**config.mk**
```make
export PLATFORM = sky130hd
export DESIGN_NAME = card_cycle_timing_sequencer
export DESIGN_NICKNAME = d
export VERILOG_FILES = /design/src/card_timing_pkg.sv /design/src/phase_count.sv /design/src/timing_regs.sv /design/src/card_cycle_timing_sequencer.sv
export VERILOG_INCLUDE_DIRS = /design/src
export SDC_FILE = /design/constraint.sdc
export NUM_CORES = 1
export LEC_CHECK = 0
export CAP_MARGIN = 5
export CORE_MARGIN = 4
export CORE_UTILIZATION = 60
export DETAILED_ROUTE_END_ITERATION = 7
export DONT_BUFFER_PORTS = 1
export GPL_TIMING_DRIVEN = 0
export PLACE_DENSITY_LB_ADDON = 0.25
export SYNTH_ARGS = -nofsm -noshare
export SYNTH_HDL_FRONTEND = slang
export SYNTH_SLANG_ARGS = --single-unit
```
**constraint.sdc**
```tcl
create_clock -name aclk -period 4.95 [get_ports aclk]
set_input_delay 0.2475 -clock aclk [delete_from_list [all_inputs] [get_ports aclk]]
set_output_delay 0.2475 -clock aclk [all_outputs]
set_load 0.05 [all_outputs]
```
**src/card_timing_consts.svh**
```systemverilog
// offsets, reset values and timing counts of the card cycle sequencer
`ifndef CARD_TIMING_CONSTS_SVH
`define CARD_TIMING_CONSTS_SVH
`define SETUP_TIME_SET0_IDX     8'h3A
`define COMMAND_TIME_SET0_IDX   8'h3B
`define RECOVERY_TIME_SET0_IDX  8'h3C
`define SETUP_TIME_SET1_IDX     8'h3D
`define COMMAND_TIME_SET1_IDX   8'h3E
`define RECOVERY_TIME_SET1_IDX  8'h3F
`define WINDOW_SELECT_IDX       8'h40
`define CYCLE_STATUS_IDX        8'h41
`define SETUP_TIME_SET0_RST     8'h01
`define COMMAND_TIME_SET0_RST   8'h05
`define RECOVERY_TIME_SET0_RST  8'h00
`define SET1_RST                8'h00
`define PRESCALER_LSB           6
`define MULTIPLIER_W            6
`define WIDE_FLAG_WAIT          8'h03
`define WIDE_FLAG_SYNC          8'h03
`endif

```
**src/card_timing_pkg.sv**
```systemverilog
// types of the card cycle sequencer
package card_timing_pkg;
	typedef struct packed {
		logic [7:0] setup;
		logic [7:0] command;
		logic [7:0] recovery;
	} timer_set_t;
	typedef enum logic [2:0] {
		ST_IDLE    = 3'b000,
		ST_PROBE   = 3'b001,
		ST_SETUP   = 3'b010,
		ST_COMMAND = 3'b011,
		ST_RECOVER = 3'b100
	} phase_t;
	typedef struct packed {
		logic        valid;
		logic [25:0] addr;
		logic        is_io;
		logic        is_write;
		logic        wide_host;
		logic        odd_byte;
		logic        window;
	} cycle_req_t;
	typedef struct packed {
		logic en_low_n;
		logic en_high_n;
		logic cmd_n;
		logic [25:0] addr;
	} card_pins_t;
endpackage

```
**src/phase_count.sv**
```systemverilog
// one phase length: prescale times multiplier plus one
`timescale 1ns/10ps
`include "card_timing_consts.svh"
module phase_count
	import card_timing_pkg::*;
(
	// timing register
	input  wire logic [7:0]  timing,
	// resulting period count
	output logic      [15:0] periods
);
	// prescaler select picks 1,16,256,4096, expressed by shift
	always_comb begin
		unique case (timing[7:`PRESCALER_LSB])
			2'b00: periods = 16'(timing[5:0]) + 16'h0001;
			2'b01: periods = (16'(timing[5:0]) << 4) + 16'h0001;
			2'b10: periods = (16'(timing[5:0]) << 8) + 16'h0001;
			2'b11: periods = (16'(timing[3:0]) << 12) + 16'h0001;
		endcase
	end
endmodule

```
**src/timing_regs.sv**
```systemverilog
// axi4-lite slave holding the timer sets
`timescale 1ns/10ps
`include "card_timing_consts.svh"
module timing_regs
	import card_timing_pkg::*;
(
	// clock and reset
	input  wire logic        aclk,
	input  wire logic        aresetn,
	// axi4-lite
	input  wire logic [9:0]  awaddr,
	input  wire logic        awvalid,
	output logic             awready,
	input  wire logic [31:0] wdata,
	input  wire logic [3:0]  wstrb,
	input  wire logic        wvalid,
	output logic             wready,
	output logic [1:0]       bresp,
	output logic             bvalid,
	input  wire logic        bready,
	input  wire logic [9:0]  araddr,
	input  wire logic        arvalid,
	output logic             arready,
	output logic [31:0]      rdata,
	output logic [1:0]       rresp,
	output logic             rvalid,
	input  wire logic        rready,
	// to sequencer
	output timer_set_t       set0,
	output timer_set_t       set1,
	output logic [1:0]       window_set,
	input  wire logic [7:0]  status
);
	typedef struct packed {
		timer_set_t  s0;
		timer_set_t  s1;
		logic [1:0]  win;
		logic        aw_got;
		logic        w_got;
		logic [7:0]  aw_idx;
		logic [7:0]  wd;
		logic        w_en;
		logic        bv;
		logic [1:0]  br;
		logic        rv;
		logic [31:0] rd;
		logic [1:0]  rr;
	} regs_t;
	regs_t q, d;
	logic [7:0] ar_idx;
	logic       hit;
	assign ar_idx = araddr[9:2];
	assign awready = !q.aw_got && !q.bv;
	assign wready  = !q.w_got && !q.bv;
	assign arready = !q.rv;
	// next state of slave and registers
	always_comb begin
		d = q;
		hit = 1'b1;
		if (awvalid && awready) begin
			d.aw_got = 1'b1;
			d.aw_idx = awaddr[9:2];
		end
		if (wvalid && wready) begin
			d.w_got = 1'b1;
			d.wd = wdata[7:0];
			d.w_en = wstrb[0];
		end
		if (q.aw_got && q.w_got) begin
			d.aw_got = 1'b0;
			d.w_got = 1'b0;
			d.bv = 1'b1;
			d.br = 2'b00;
			unique case (q.aw_idx)
				`SETUP_TIME_SET0_IDX:    if (q.w_en) d.s0.setup = q.wd;
				`COMMAND_TIME_SET0_IDX:  if (q.w_en) d.s0.command = q.wd;
				`RECOVERY_TIME_SET0_IDX: if (q.w_en) d.s0.recovery = q.wd;
				`SETUP_TIME_SET1_IDX:    if (q.w_en) d.s1.setup = q.wd;
				`COMMAND_TIME_SET1_IDX:  if (q.w_en) d.s1.command = q.wd;
				`RECOVERY_TIME_SET1_IDX: if (q.w_en) d.s1.recovery = q.wd;
				`WINDOW_SELECT_IDX:      if (q.w_en) d.win = q.wd[1:0];
				`CYCLE_STATUS_IDX:       d.br = 2'b00;
				default:                 d.br = 2'b10;
			endcase
		end
		if (q.bv && bready)
			d.bv = 1'b0;
		if (arvalid && arready) begin
			d.rv = 1'b1;
			d.rd = 32'h0000_0000;
			unique case (ar_idx)
				`SETUP_TIME_SET0_IDX:    d.rd[7:0] = q.s0.setup;
				`COMMAND_TIME_SET0_IDX:  d.rd[7:0] = q.s0.command;
				`RECOVERY_TIME_SET0_IDX: d.rd[7:0] = q.s0.recovery;
				`SETUP_TIME_SET1_IDX:    d.rd[7:0] = q.s1.setup;
				`COMMAND_TIME_SET1_IDX:  d.rd[7:0] = q.s1.command;
				`RECOVERY_TIME_SET1_IDX: d.rd[7:0] = q.s1.recovery;
				`WINDOW_SELECT_IDX:      d.rd[1:0] = q.win;
				`CYCLE_STATUS_IDX:       d.rd[7:0] = status;
				default:                 hit = 1'b0;
			endcase
			d.rr = hit ? 2'b00 : 2'b10;
		end else if (q.rv && rready)
			d.rv = 1'b0;
	end
	// register the state
	always_ff @(posedge aclk) begin
		if (!aresetn) begin
			q <= '0;
			q.s0.setup <= `SETUP_TIME_SET0_RST;
			q.s0.command <= `COMMAND_TIME_SET0_RST;
			q.s0.recovery <= `RECOVERY_TIME_SET0_RST;
			q.s1 <= {`SET1_RST, `SET1_RST, `SET1_RST};
		end else
			q <= d;
	end
	assign bvalid = q.bv;
	assign bresp = q.br;
	assign rvalid = q.rv;
	assign rdata = q.rd;
	assign rresp = q.rr;
	assign set0 = q.s0;
	assign set1 = q.s1;
	assign window_set = q.win;
endmodule

```
**src/card_cycle_timing_sequencer.sv**
```systemverilog
// card side sequencer of setup, command and recovery phases
`timescale 1ns/10ps
`include "card_timing_consts.svh"
// Function
// - address and enables held S periods before command strobe; set 0 setup resets 01h
// - command strobe held C periods; set 0 command resets 05h
// - address held R periods after strobe ends; set 0 recovery resets 00h
// - odd byte to 8-bit card: drop high-byte enable when wide flag inactive
// - same case: raise low-byte enable then run programmed phases
// - all other byte accesses use plain setup, command, recovery
// - wide flag not low within three periods is ignored; high enable stays off
module card_cycle_timing_sequencer
	import card_timing_pkg::*;
(
	// clock and reset
	input  wire logic        aclk,
	input  wire logic        aresetn,
	// axi4-lite register bus
	input  wire logic [9:0]  awaddr,
	input  wire logic        awvalid,
	output logic             awready,
	input  wire logic [31:0] wdata,
	input  wire logic [3:0]  wstrb,
	input  wire logic        wvalid,
	output logic             wready,
	output logic [1:0]       bresp,
	output logic             bvalid,
	input  wire logic        bready,
	input  wire logic [9:0]  araddr,
	input  wire logic        arvalid,
	output logic             arready,
	output logic [31:0]      rdata,
	output logic [1:0]       rresp,
	output logic             rvalid,
	input  wire logic        rready,
	// cycle request from window logic
	input  cycle_req_t       req,
	output logic             req_ready,
	output logic             cycle_done,
	// card pins
	input  wire logic        card_io_wide_flag_n,
	output card_pins_t       pins,
	output logic             cmd_read_n,
	output logic             cmd_write_n
);
	timer_set_t set0, set1, sel;
	logic [1:0]  window_set;
	logic [7:0]  status;
	logic [15:0] s_per, c_per, r_per;
	typedef struct packed {
		phase_t      st;
		logic [15:0] cnt;
		logic [15:0] c_len;
		logic [15:0] r_len;
		logic [15:0] s_len;
		logic [15:0] age;
		logic [7:0]  probe;
		logic        odd8;
		logic        write;
		logic [2:0]  sync;
		logic        wide_seen;
		card_pins_t  p;
		logic        done;
	} seq_t;
	seq_t q, d;
	logic wide_low;
	timing_regs u_regs (
		.aclk       (aclk),
		.aresetn    (aresetn),
		.awaddr     (awaddr),
		.awvalid    (awvalid),
		.awready    (awready),
		.wdata      (wdata),
		.wstrb      (wstrb),
		.wvalid     (wvalid),
		.wready     (wready),
		.bresp      (bresp),
		.bvalid     (bvalid),
		.bready     (bready),
		.araddr     (araddr),
		.arvalid    (arvalid),
		.arready    (arready),
		.rdata      (rdata),
		.rresp      (rresp),
		.rvalid     (rvalid),
		.rready     (rready),
		.set0       (set0),
		.set1       (set1),
		.window_set (window_set),
		.status     (status)
	);
	// timer set chosen by the request window
	assign sel = window_set[req.window] ? set1 : set0;
	phase_count u_setup (.timing(sel.setup), .periods(s_per));
	phase_count u_cmd (.timing(sel.command), .periods(c_per));
	phase_count u_rec (.timing(sel.recovery), .periods(r_per));
	// flag counts low once second and third stage agree
	assign wide_low = !q.sync[1] && !q.sync[2];
	assign req_ready = (q.st == ST_IDLE);
	assign status = {4'h0, q.wide_seen, q.st};
	// sequencer next state
	always_comb begin
		d = q;
		d.done = 1'b0;
		d.sync = {q.sync[1:0], card_io_wide_flag_n};
		unique case (q.st)
			ST_IDLE: begin
				if (req.valid) begin
					d.p.addr = req.addr;
					d.write = req.is_write;
					d.c_len = c_per;
					d.r_len = r_per;
					d.s_len = s_per;
					d.odd8 = req.is_io && req.wide_host && req.odd_byte;
					d.probe = 8'h00;
					d.wide_seen = 1'b0;
					if (d.odd8) begin
						// high enable for the odd byte until the card answers
						d.p.en_high_n = 1'b0;
						d.p.en_low_n = 1'b1;
						d.st = ST_PROBE;
					end else begin
						d.p.en_low_n = req.odd_byte;
						d.p.en_high_n = !req.odd_byte;
						d.cnt = s_per;
						d.st = ST_SETUP;
					end
				end
			end
			ST_PROBE: begin
				d.probe = q.probe + 8'h01;
				if (wide_low) begin
					// card is 16 bit: plain sequence on high enable
					d.wide_seen = 1'b1;
					d.cnt = q.s_len;
					d.st = ST_SETUP;
				end else if (q.probe >= (`WIDE_FLAG_WAIT + `WIDE_FLAG_SYNC)) begin
					// flag inactive after card time plus sync stages: move to low byte enable
					d.p.en_high_n = 1'b1;
					d.p.en_low_n = 1'b0;
					d.cnt = q.s_len;
					d.st = ST_SETUP;
				end
			end
			ST_SETUP: begin
				if (q.cnt <= 16'h0001) begin
					d.p.cmd_n = 1'b0;
					d.cnt = q.c_len;
					d.st = ST_COMMAND;
				end else
					d.cnt = q.cnt - 16'h0001;
			end
			ST_COMMAND: begin
				if (q.cnt <= 16'h0001) begin
					d.p.cmd_n = 1'b1;
					d.cnt = q.r_len;
					d.st = ST_RECOVER;
				end else
					d.cnt = q.cnt - 16'h0001;
			end
			ST_RECOVER: begin
				if (q.cnt <= 16'h0001) begin
					d.p.en_low_n = 1'b1;
					d.p.en_high_n = 1'b1;
					d.done = 1'b1;
					d.st = ST_IDLE;
				end else
					d.cnt = q.cnt - 16'h0001;
			end
			default: d.st = ST_IDLE;
		endcase
		// cycles spent in the current phase, for the length checks
		d.age = (d.st == q.st) ? q.age + 16'h0001 : 16'h0000;
	end
	// register the state
	always_ff @(posedge aclk) begin
		if (!aresetn) begin
			q <= '0;
			q.st <= ST_IDLE;
			q.sync <= 3'b111;
			q.p.en_low_n <= 1'b1;
			q.p.en_high_n <= 1'b1;
			q.p.cmd_n <= 1'b1;
		end else
			q <= d;
	end
	assign pins = q.p;
	assign cmd_read_n = q.p.cmd_n | q.write;
	assign cmd_write_n = q.p.cmd_n | !q.write;
	assign cycle_done = q.done;
endmodule

```
==> run metrics, run 1 <==
combinational cell fraction of total power=0.385; warnings from Yosys=0; crit path launch=q[125]$_SDFFE_PN0P_; filler instances=1333; dominant cell type by area after synthesis=dfxtp_1; Sequential Power Share=0.349; Final Hold Violating Endpoints=0; WL final=31600 um; switching pwr=about 2.2 mW; Worst Setup Start Kind=flop; worst reg2reg path depth=9; Hold Path Class=in -> reg; Setup Viol. Count Final=0; Buf/Inv on CP=2; placed insts=1442; RSZ-0062 raised after global routing=false; FP Rows=47; Worst Hold End=u_regs.bvalid$_SDFFE_PP0P_; DRC=0; Clock Latency Late Sink=between 0.4 and 0.5 ns; RD Place Congestion=between 0.9 and 1; I/O pin count=170; setup TNS=0 ns; Syn-to-layout area delta=14.1%; flop-to-flop setup slack=approximately 1.6 ns; Via density=between 6 and 7; Seq cells post-synth=between 150 and 200; initial DRC count=1156; max_slew headroom=0.317; slowest stage cell, crit path=o21ai_0; Initial Util=0.616; synthesized instance count=between 1k and 1.5k; VDD IR max=0.000300 V; CTS tree=done; Final period util=0.672; clock buffer depth=2; PwrDens=approximately 450 nW/um^2; Final ANT Viol Nets=0; Non-Filler Instances=approximately 1.5k; post-synthesis instance area=about 10000 um^2; CP max stage delay=about 0.88 ns; H-tree depth=4; die area=between 15000 and 20000 um^2; post-DP HPWL=roughly 22000 um; reg2reg start=q[125]$_SDFFE_PN0P_; critical path's top delay family=compound AO/OA/AOI/OAI gates; CP Capture Type=flop; root buf cell=clkbuf_16; max frequency=~300 MHz; worst hold path stage count=2; layout cell share with drive strength beyond 1=0.104; vias in the first global route=9057; PortBufs=0; Post-synth EDFFs=0; cell chain of the critical path=clkbuf_1, nor2_1, nand2_1, inv_1, o21ai_0, nor2_1, a221o_1, a221oi_1, o21ai_0; ant diodes=0; worst r2r dst=q[122]$_SDFFE_PN0P_; met2 wire length=approximately 14000 um; CORE AREA=~17000 um^2; Worst EP arrival=between 3 and 4 ns; met1 WL=12900 um; Synth cell types=76; total number of vias=around 9.5k; cell with the most instances after synthesis=dfxtp_1; min-delay src=bready; Clock Sink Count=191; worst setup path class=reg -> reg; antenna violations before repair=0; final setup margin=approximately 1.6 ns; top cells by count, synth=191 x dfxtp_1, 161 x nand2_1, 94 x mux2i_1; worst slew pin tran=1.02 ns; top sig layer=met4; Mapped Avg Cell Area=roughly 8.6 um^2; wire per inst=between 20 and 25 um; Levels on crit path=9; Clock Power Share=0.266; fin. max-slew vios=0; Sw Ratio=0.409; die height=between 100 and 150 um; drt first pass iters=6; setup slack at placement=between 1.5 and 2 ns; Int Pwr=between 3 and 4 mW; metal3 WL=approximately 3700 um; leak pwr=about 4.6 nW; Post-synth ARST share=0; sequential fraction of the synthesis area=0.373; GRT overflow=0; Total GRT Usage=0.317; status=complete, no violations; Synth area leaders=dfxtp_1 37%, mux2i_1 9.2%, nand2_1 5.9%; total of max-cap violations=0; first-pass GRT wire length=49200 um; Synth top area share=0.373; crit-path max FO=10; Required @ worst endpoint=~5.3 ns; CTS buffer count=17; ys flop type=dfxtp_1; Clock transition at path regs=around 0.070 ns; clk_skew=about 0.0088 ns; largest net degree at the start of global routing=17; min Tclk post-route=between 3 and 4 ns; # nets final=roughly 1.4k; die width=between 100 and 150 um
## cell type report
class / count / area [um^2] / share of cell area
Sequential cell: 191 / 3820 / 0.327
Timing Repair Buffer: 47 / 470 / 0.0402
Tap cell: 220 / 275 / 0.0235
Clock inverter: 10 / 126 / 0.0108
Clock buffer: 22 / 474 / 0.0406
Inverter: 17 / 63.8 / 0.00546
Buffer: 138 / 795 / 0.0680
Multi-Input combinational cell: 876 / 5660 / 0.484
## logic make-up (layout without fill, tap and decap cells)
| group | Yosys count | after routing | synth area share |
|---|---|---|---|
| fa+ha+maj | 7 | 7 | 0.00855 |
| simple gates | 448 | 448 | 0.223 |
| mux | 109 | 109 | 0.113 |
| compound gates | 271 | 271 | 0.185 |
| buf+inv | 155 | 234 | 0.0838 |
| flops | 191 | 191 | 0.373 |
| other cells | 1 | 26 | 0.000366 |
| xor+xnor | 15 | 15 | 0.0128 |
## power by group through the flow
stage               registers [mW]  clock network, mW  logic (mW)
detailed placement            1.88                  0        1.94
CTS                           1.84               1.42        1.99
global route                  1.87               1.49        2.20
global placement              1.87                  0        1.93
finish                        1.85               1.41        2.04
floorplan                     1.83                  0        1.55
## worst register-to-register path, stage by stage (launching register included)
cell and delay [ns]:
dfxtp_1 0.32, clkbuf_1 0.39, nor2_1 0.13, nand2_1 0.13
inv_1 0.25, o21ai_0 0.88, nor2_1 0.19, a221o_1 0.34
a221oi_1 0.42, o21ai_0 0.15
## state kept, by name (all words and copies together) (netlist names)
name and count:
u_regs.rdata 8, u_regs.q 19, u_regs.set0 24, q 78, u_regs.rvalid 1, pins 29, u_regs.set1 24, u_regs.window_set 2
u_regs.bvalid 1, d 2, u_regs.bresp 1, cycle_done 1, u_regs.rresp 1
## layer usage
layer | track usage | up-vias
met3 | 0.0862 | 106
li1 | - | 4340
met5 | 0 | -
met1 | 0.422 | 4463
met4 | 0.118 | 0
met2 | 0.494 | 598
## layout by cell type, fill, tap and decap left out, types with 5 or more instances in the layout
cell type      instances
nand3_1               33
xnor2_1                6
a22oi_1               19
inv_1                 17
o221ai_1               6
buf_4                 67
xor2_1                 9
a21boi_0              61
and3_1                 5
clkbuf_1              51
nand2b_1              14
o211ai_1               8
nand4_1                8
nor2_1                66
a21oi_1               44
o21a_1                 6
dfxtp_1              191
buf_1                 12
clkbuf_16             17
and2_1                13
a222oi_1               6
nor3b_1                9
a31oi_1               12
o211a_1               10
o22ai_1               12
buf_2                  8
conb_1                26
dlygate4sd3_1         47
a221oi_1               6
nand2_1              161
nor2b_1               82
nor3_1                17
mux2i_1               94
mux2_2                11
o21ai_0               43
ha_1                   7
nand3b_1               7
nor4_1                 8
## worst max-delay path by stage
stage / endpoint
2_1_floorplan: q[109]$_SDFFE_PN0P_
3_3_place_gp: q[122]$_SDFFE_PN0P_
3_5_place_dp: q[122]$_SDFFE_PN0P_
4_1_cts: q[122]$_SDFFE_PN0P_
5_1_grt: pins[3]$_SDFFE_PN0P_
6_report: q[122]$_SDFFE_PN0P_
## timing repair
item / in CTS / in global routing
hold buffers: 47 / 0
setup buffers: 0 / 0
hold endpoints to repair: 46 / 0
resized for setup: 0 / 0
## per-stage QoR
| step | utilization | hold WS, ns | power (mW) | area [um^2] |
|---|---|---|---|---|
| CTS | 0.702 | 0.0282 | 5.26 | 11700 |
| global placement | 0.638 | 0.354 | 3.80 | 10600 |
| finish | 0.702 | 0.0408 | 5.31 | 11700 |
| global route | 0.702 | 0.0475 | 5.55 | 11700 |
| detailed placement | 0.638 | 0.354 | 3.82 | 10600 |
| floorplan | - | 0.349 | 3.39 | 10300 |
Power figures use the tool's default switching activity.
==> run 2: changes to the inputs <==
--- a/config.mk
+++ b/config.mk
@@ -8,7 +8,7 @@
 export LEC_CHECK = 0
 export CAP_MARGIN = 5
 export CORE_MARGIN = 4
-export CORE_UTILIZATION = 60
+export CORE_UTILIZATION = 58
 export DETAILED_ROUTE_END_ITERATION = 7
 export DONT_BUFFER_PORTS = 1
 export GPL_TIMING_DRIVEN = 0
==> constraint.sdc (replaced) <==
create_clock -name aclk -period 2.97 [get_ports aclk]
set_input_delay 0.1485 -clock aclk [delete_from_list [all_inputs] [get_ports aclk]]
set_output_delay 0.1485 -clock aclk [all_outputs]
set_load 0.05 [all_outputs]
==> run metrics, run 2 (synthesis gave the netlist of run 1 again) <==
status=complete, no violations; worst r2r dst=q[120]$_SDFFE_PN0P_; Required @ worst endpoint=3.33 ns; Post-DP Area=10600 um^2; worst hold path stage count=3; CP max stage delay=0.70 ns; FP Rows=48; Worst Setup EP=q[120]$_SDFFE_PN0P_; Levels on crit path=6; antenna violations before repair=0; flop-to-flop setup slack=0.12 ns; max reg flops=78; worst reg2reg path depth=6; largest net degree at the start of global routing=19; drt first pass iters=6; CTS tree=done; Clock transition at path regs=0.07 ns; max_slew headroom=0.331; Total GRT Usage=0.318; design area=around 12000 um^2; Final Hold Violating Endpoints=0; worst slew pin tran=between 1 and 1.5 ns; die area=roughly 20000 um^2; slowest stage cell, crit path=nor4b_1; RD Place Congestion=between 1 and 1.5; total of max-cap violations=0; placed insts=1447; setup slack at placement=-0.156 ns; Clock Sink Count=191; total number of vias=about 9.6k; # nets final=~1.4k; clk_skew=about 0.01 ns; vias in the first global route=about 9.1k; Buf/Inv on CP=0; layout cell share with drive strength beyond 1=0.115; crit path launch=q[118]$_SDFFE_PN0P_; critical path's top delay family=simple AND/OR/NAND/NOR gates; initial DRC count=around 1.4k; Clock Latency Late Sink=between 0.4 and 0.5 ns; max frequency=about 350 MHz; clock buffer depth=2; Setup Viol. Count Final=0; first-pass GRT wire length=approximately 50000 um; die height=141 um; commonest non-fill, non-tap cell in the layout=dfxtp_1; Syn-to-layout area delta=14.9%; root buf cell=clkbuf_16; ant diodes=0; min Tclk post-route=2.85 ns; crit-path max FO=7; RSZ-0062 raised after global routing=false; Final ANT Viol Nets=0; CP Capture Type=flop; cell chain of the critical path=nor4_4, nor4b_1, nand2_2, o311ai_0, a31oi_1, o21ai_0; die width=around 140 um; PortBufs=0; H-tree depth=4; wire per inst=around 21 um; Non-Filler Instances=1529; PwrDens=752 nW/um^2; worst setup path class=reg -> reg; WL final=approximately 32000 um; CORE AREA=between 15000 and 20000 um^2; Top reg by flops=q; post-DP HPWL=22800 um; final setup margin=0.116 ns; DRC=0; Worst Setup Start Kind=flop; Final period util=0.961; Worst EP arrival=about 3.2 ns; commonest cells after routing, fill and taps aside=191 x dfxtp_1, 161 x nand2_1, 92 x mux2i_1; I/O pin count=170; Hold Path Class=in -> reg; VDD IR max=around 0.00051 V; Via density=6.26; reg2reg start=q[118]$_SDFFE_PN0P_; CTS buffer count=17; fin. max-slew vios=0; leak pwr=4.66 nW; Initial Util=0.593; GRT overflow=0
## run 2: changes by cell type in the layout (fill, tap and decap cells not counted), moves of 2 or more
cell	previous run	this run
buf_2	8	6
dlygate4sd3_1	47	50
clkinv_4	1	3
o21ai_2	0	2
mux2i_1	94	92
o21ai_0	43	41
clkbuf_2	0	7
buf_1	12	8
buf_6	2	4
inv_6	3	6
clkbuf_1	51	46
## run 2: layout make-up
cell class	count	area, um^2
Sequential cell	191	3820
Inverter	17	63.8
Clock buffer	19	453
Timing Repair Buffer	50	500
Fill cell	1441	5520
Clock inverter	13	144
Multi-Input combinational cell	876	5700
Tap cell	225	282
Buffer	138	816
## run 2: what timing repair did
action | in CTS | in global routing
endpoints found under the hold margin | 49 | 0
setup endpoints to repair | 6 | 48
setup buffers | 0 | 0
hold buffers | 50 | 0
resized for setup | 6 | 17
## run 2: routing by layer
| metal | share of wire | vias up | track usage |
|---|---|---|---|
| met3 | 0.12 | 84 | 0.0885 |
| li1 | - | 4360 | - |
| met5 | 0 | - | 0 |
| met1 | 0.41 | 4510 | 0.433 |
| met4 | 0.023 | 0 | 0.0943 |
| met2 | 0.45 | 618 | 0.496 |
## run 2: worst min path at each step
stage | startpoint | to | slack, ns
2_1_floorplan | card_io_wide_flag_n | d[32]$_SDFF_PN1_ | 0.25
3_3_place_gp | card_io_wide_flag_n | d[32]$_SDFF_PN1_ | 0.25
3_5_place_dp | card_io_wide_flag_n | d[32]$_SDFF_PN1_ | 0.26
4_1_cts | arvalid | u_regs.rresp[1]$_SDFFE_PN0P_ | 0.02
5_1_grt | arvalid | u_regs.rresp[1]$_SDFFE_PN0P_ | 0.03
6_report | arvalid | u_regs.rresp[1]$_SDFFE_PN0P_ | 0.02
## run 2: report_power, final
group | switching, mW | internal (mW)
registers | 0.234 | 2.84
clock network | 1.11 | 1.24
logic | 2.36 | 1.08
total | 3.70 | 5.16
## run 2: per-stage QoR
step | setup TNS [ns] | hold slack, ns | power (mW) | utilization
after floorplan | 0 | 0.250 | 5.64 | -
after global placement | -0.458 | 0.252 | 6.34 | 0.614
after detailed placement | -0.415 | 0.255 | 6.37 | 0.614
after CTS | 0 | 0.0181 | 8.74 | 0.678
after global routing | 0 | 0.0341 | 9.26 | 0.681
final | 0 | 0.0219 | 8.86 | 0.681
## run 2: worst reg2reg max path, delay by kind of cell (launching register included)
kind             cells  cell delay [ns]
flip-flops           1             0.38
AO/OA/AOI/OAI        3             0.96
AND/OR/NAND/NOR      3             1.44
==> run 3: changes to the inputs <==
--- a/config.mk
+++ b/config.mk
@@ -8,11 +8,12 @@
 export LEC_CHECK = 0
 export CAP_MARGIN = 5
 export CORE_MARGIN = 4
-export CORE_UTILIZATION = 58
+export CORE_UTILIZATION = 60
 export DETAILED_ROUTE_END_ITERATION = 7
 export DONT_BUFFER_PORTS = 1
 export GPL_TIMING_DRIVEN = 0
 export PLACE_DENSITY_LB_ADDON = 0.25
+export REMOVE_ABC_BUFFERS = 1
 export SYNTH_ARGS = -nofsm -noshare
 export SYNTH_HDL_FRONTEND = slang
 export SYNTH_SLANG_ARGS = --single-unit
==> constraint.sdc (replaced) <==
create_clock -name aclk -period 2.8 [get_ports aclk]
set_input_delay 0.14 -clock aclk [delete_from_list [all_inputs] [get_ports aclk]]
set_output_delay 0.14 -clock aclk [all_outputs]
set_load 0.05 [all_outputs]
==> run metrics, run 3 (synthesis gave the netlist of run 1 again) <==
Clock Power Share=0.277; post-DP HPWL=17600 um; Final ANT Viol Nets=0; DRC=0; Total GRT Usage=0.269; RSZ-0062 raised after global routing=false; GRT overflow=0; # nets final=approximately 1.3k; CORE AREA=roughly 17000 um^2; Clock transition at path regs=roughly 0.07 ns; Setup Viol. Count Final=0; Required @ worst endpoint=3.10 ns; H-tree depth=4; Int Pwr=around 5.5 mW; final total power=~9.3 mW; Clock Latency Late Sink=0.43 ns; clock buffer depth=2; antenna violations before repair=0; worst setup path class=reg -> reg; vias in the first global route=between 8k and 9k; PwrDens=828 nW/um^2; Initial Util=0.616; clk_skew=approximately 0.013 ns; first-pass GRT wire length=between 40000 and 50000 um; max_slew headroom=0.335; CP max stage delay=0.55 ns; fin. max-slew vios=0; total of max-cap violations=0; Syn-to-layout area delta=9.11%; Via density=around 6.2; GR Layer Usage met2=0.426; fin util=0.672; Final period util=0.922; Top Usage Layer GRT=met2; crit-path max FO=21; met1 Usage GRT=0.363; layout cell share with drive strength beyond 1=0.0673; placed insts=~1.3k; CTS tree=done; Clock Sink Count=around 190; commonest non-fill, non-tap cell in the layout=dfxtp_1; FP Rows=47; commonest cells after routing, fill and taps aside=188 x dfxtp_1, 160 x nand2_1, 92 x mux2i_1; switching pwr=between 3 and 4 mW; slowest stage cell, crit path=mux2i_2; max frequency=between 300 and 400 MHz; die width=139 um; CP Capture Type=flop; die area=19200 um^2; largest net degree at the start of global routing=192; met3 usage=0.0693; cell chain of the critical path=mux2_8, mux2i_2, nor2_1, a221o_1, a221oi_1, o21ai_0; Worst Setup Start Kind=flop; CTS buffer count=17; status=complete, no violations; die height=approximately 140 um; root buf cell=clkbuf_16; ant diodes=0; I/O pin count=170; WL final=between 20000 and 30000 um; critical path's top delay family=multiplexers; Final Hold Violating Endpoints=0; Hold Path Class=in -> reg; worst slew pin tran=0.994 ns; Sw Ratio=0.402; min Tclk post-route=2.58 ns; RD Place Congestion=between 0.8 and 0.9; total number of vias=8676; leak pwr=between 4 and 5 nW; PortBufs=0; max reg flops=just under 80; design area=approximately 11000 um^2; Buf/Inv on CP=0; Sequential Power Share=0.404; Post-DP Area=between 9000 and 10000 um^2; Worst EP arrival=approximately 2.9 ns; VDD IR max=about 0.0011 V; Top reg by flops=q; wire per inst=~19 um; drt first pass iters=6; combinational cell fraction of total power=0.319; Non-Filler Instances=between 1k and 1.5k; initial DRC count=around 830
run 3: cell types whose count changed in the layout (fill, tap and decap cells not counted), moves of 3 or more:
cell       before  now
buf_1           8    0
buf_2           6    0
buf_4          67    2
buf_6           4    0
bufinv_16       1    4
clkbuf_1       46    1
clkbuf_2        7    0
dfxtp_1       191  188
inv_6           6    2
run 3: timing repair:
action | CTS | global route
hold buffers | 52 | 0
endpoints found under the setup margin | 23 | 17
gates cloned | 0 | 1
resized for setup | 7 | 13
pin swaps | 1 | 0
hold endpoints to repair | 191 | 0
buffers inserted | 3 | 0
run 3: cell type report:
cell class / count / area, um^2
Clock inverter: 12 / 185
Timing Repair Buffer: 58 / 636
Inverter: 17 / 63.8
Clock buffer: 18 / 429
Multi-Input combinational cell: 877 / 5760
Tap cell: 220 / 275
Fill cell: 1353 / 5460
Sequential cell: 191 / 3830
run 3: routing by layer:
layer | wire, um | share of wire | vias up
met5 | 0 | 0 | -
met4 | 733 | 0.027 | 0
met1 | 11500 | 0.43 | 4140
met3 | 2470 | 0.092 | 53
li1 | - | - | 4092
met2 | 12100 | 0.45 | 391
run 3: worst register-to-register path: stages (launching register included):
cell	delay [ns]
dfxtp_1	0.48
mux2_8	0.37
mux2i_2	0.56
nor2_1	0.20
a221o_1	0.41
a221oi_1	0.30
o21ai_0	0.13
run 3: worst paths after layout:
kind	from	endpoint	slack, ns	cells past startpoint
worst max-delay path	u_regs.window_set[1]$_SDFFE_PN0P_	q[122]$_SDFFE_PN0P_	0.22	6
worst min-delay path	araddr[3]	u_regs.rdata[1]$_SDFFE_PN0P_	0.05	3
worst max register to register	u_regs.window_set[1]$_SDFFE_PN0P_	q[122]$_SDFFE_PN0P_	0.22	6
worst min register to register	d[32]$_SDFF_PN1_	d[33]$_SDFF_PN1_	0.42	1
run 3: power groups by stage:
| stage | registers, mW | clock network (mW) | logic (mW) |
|---|---|---|---|
| after floorplan | 3.65 | 0 | 1.99 |
| after global placement | 3.76 | 0 | 2.50 |
| after detailed placement | 3.78 | 0 | 2.64 |
| after CTS | 3.72 | 2.59 | 2.82 |
| after global routing | 3.79 | 2.71 | 3.22 |
| final | 3.74 | 2.56 | 2.95 |
run 3: stage by stage:
step	hold WS, ns	TNS [ns]	setup slack (ns)
final	0.0510	0	0.220
after global routing	0.0506	0	0.0525
after CTS	0.0407	0	0.0323
after detailed placement	0.240	-4.64	-0.493
after global placement	0.237	-154.39	-1.95
after floorplan	0.202	-20.08	-0.420
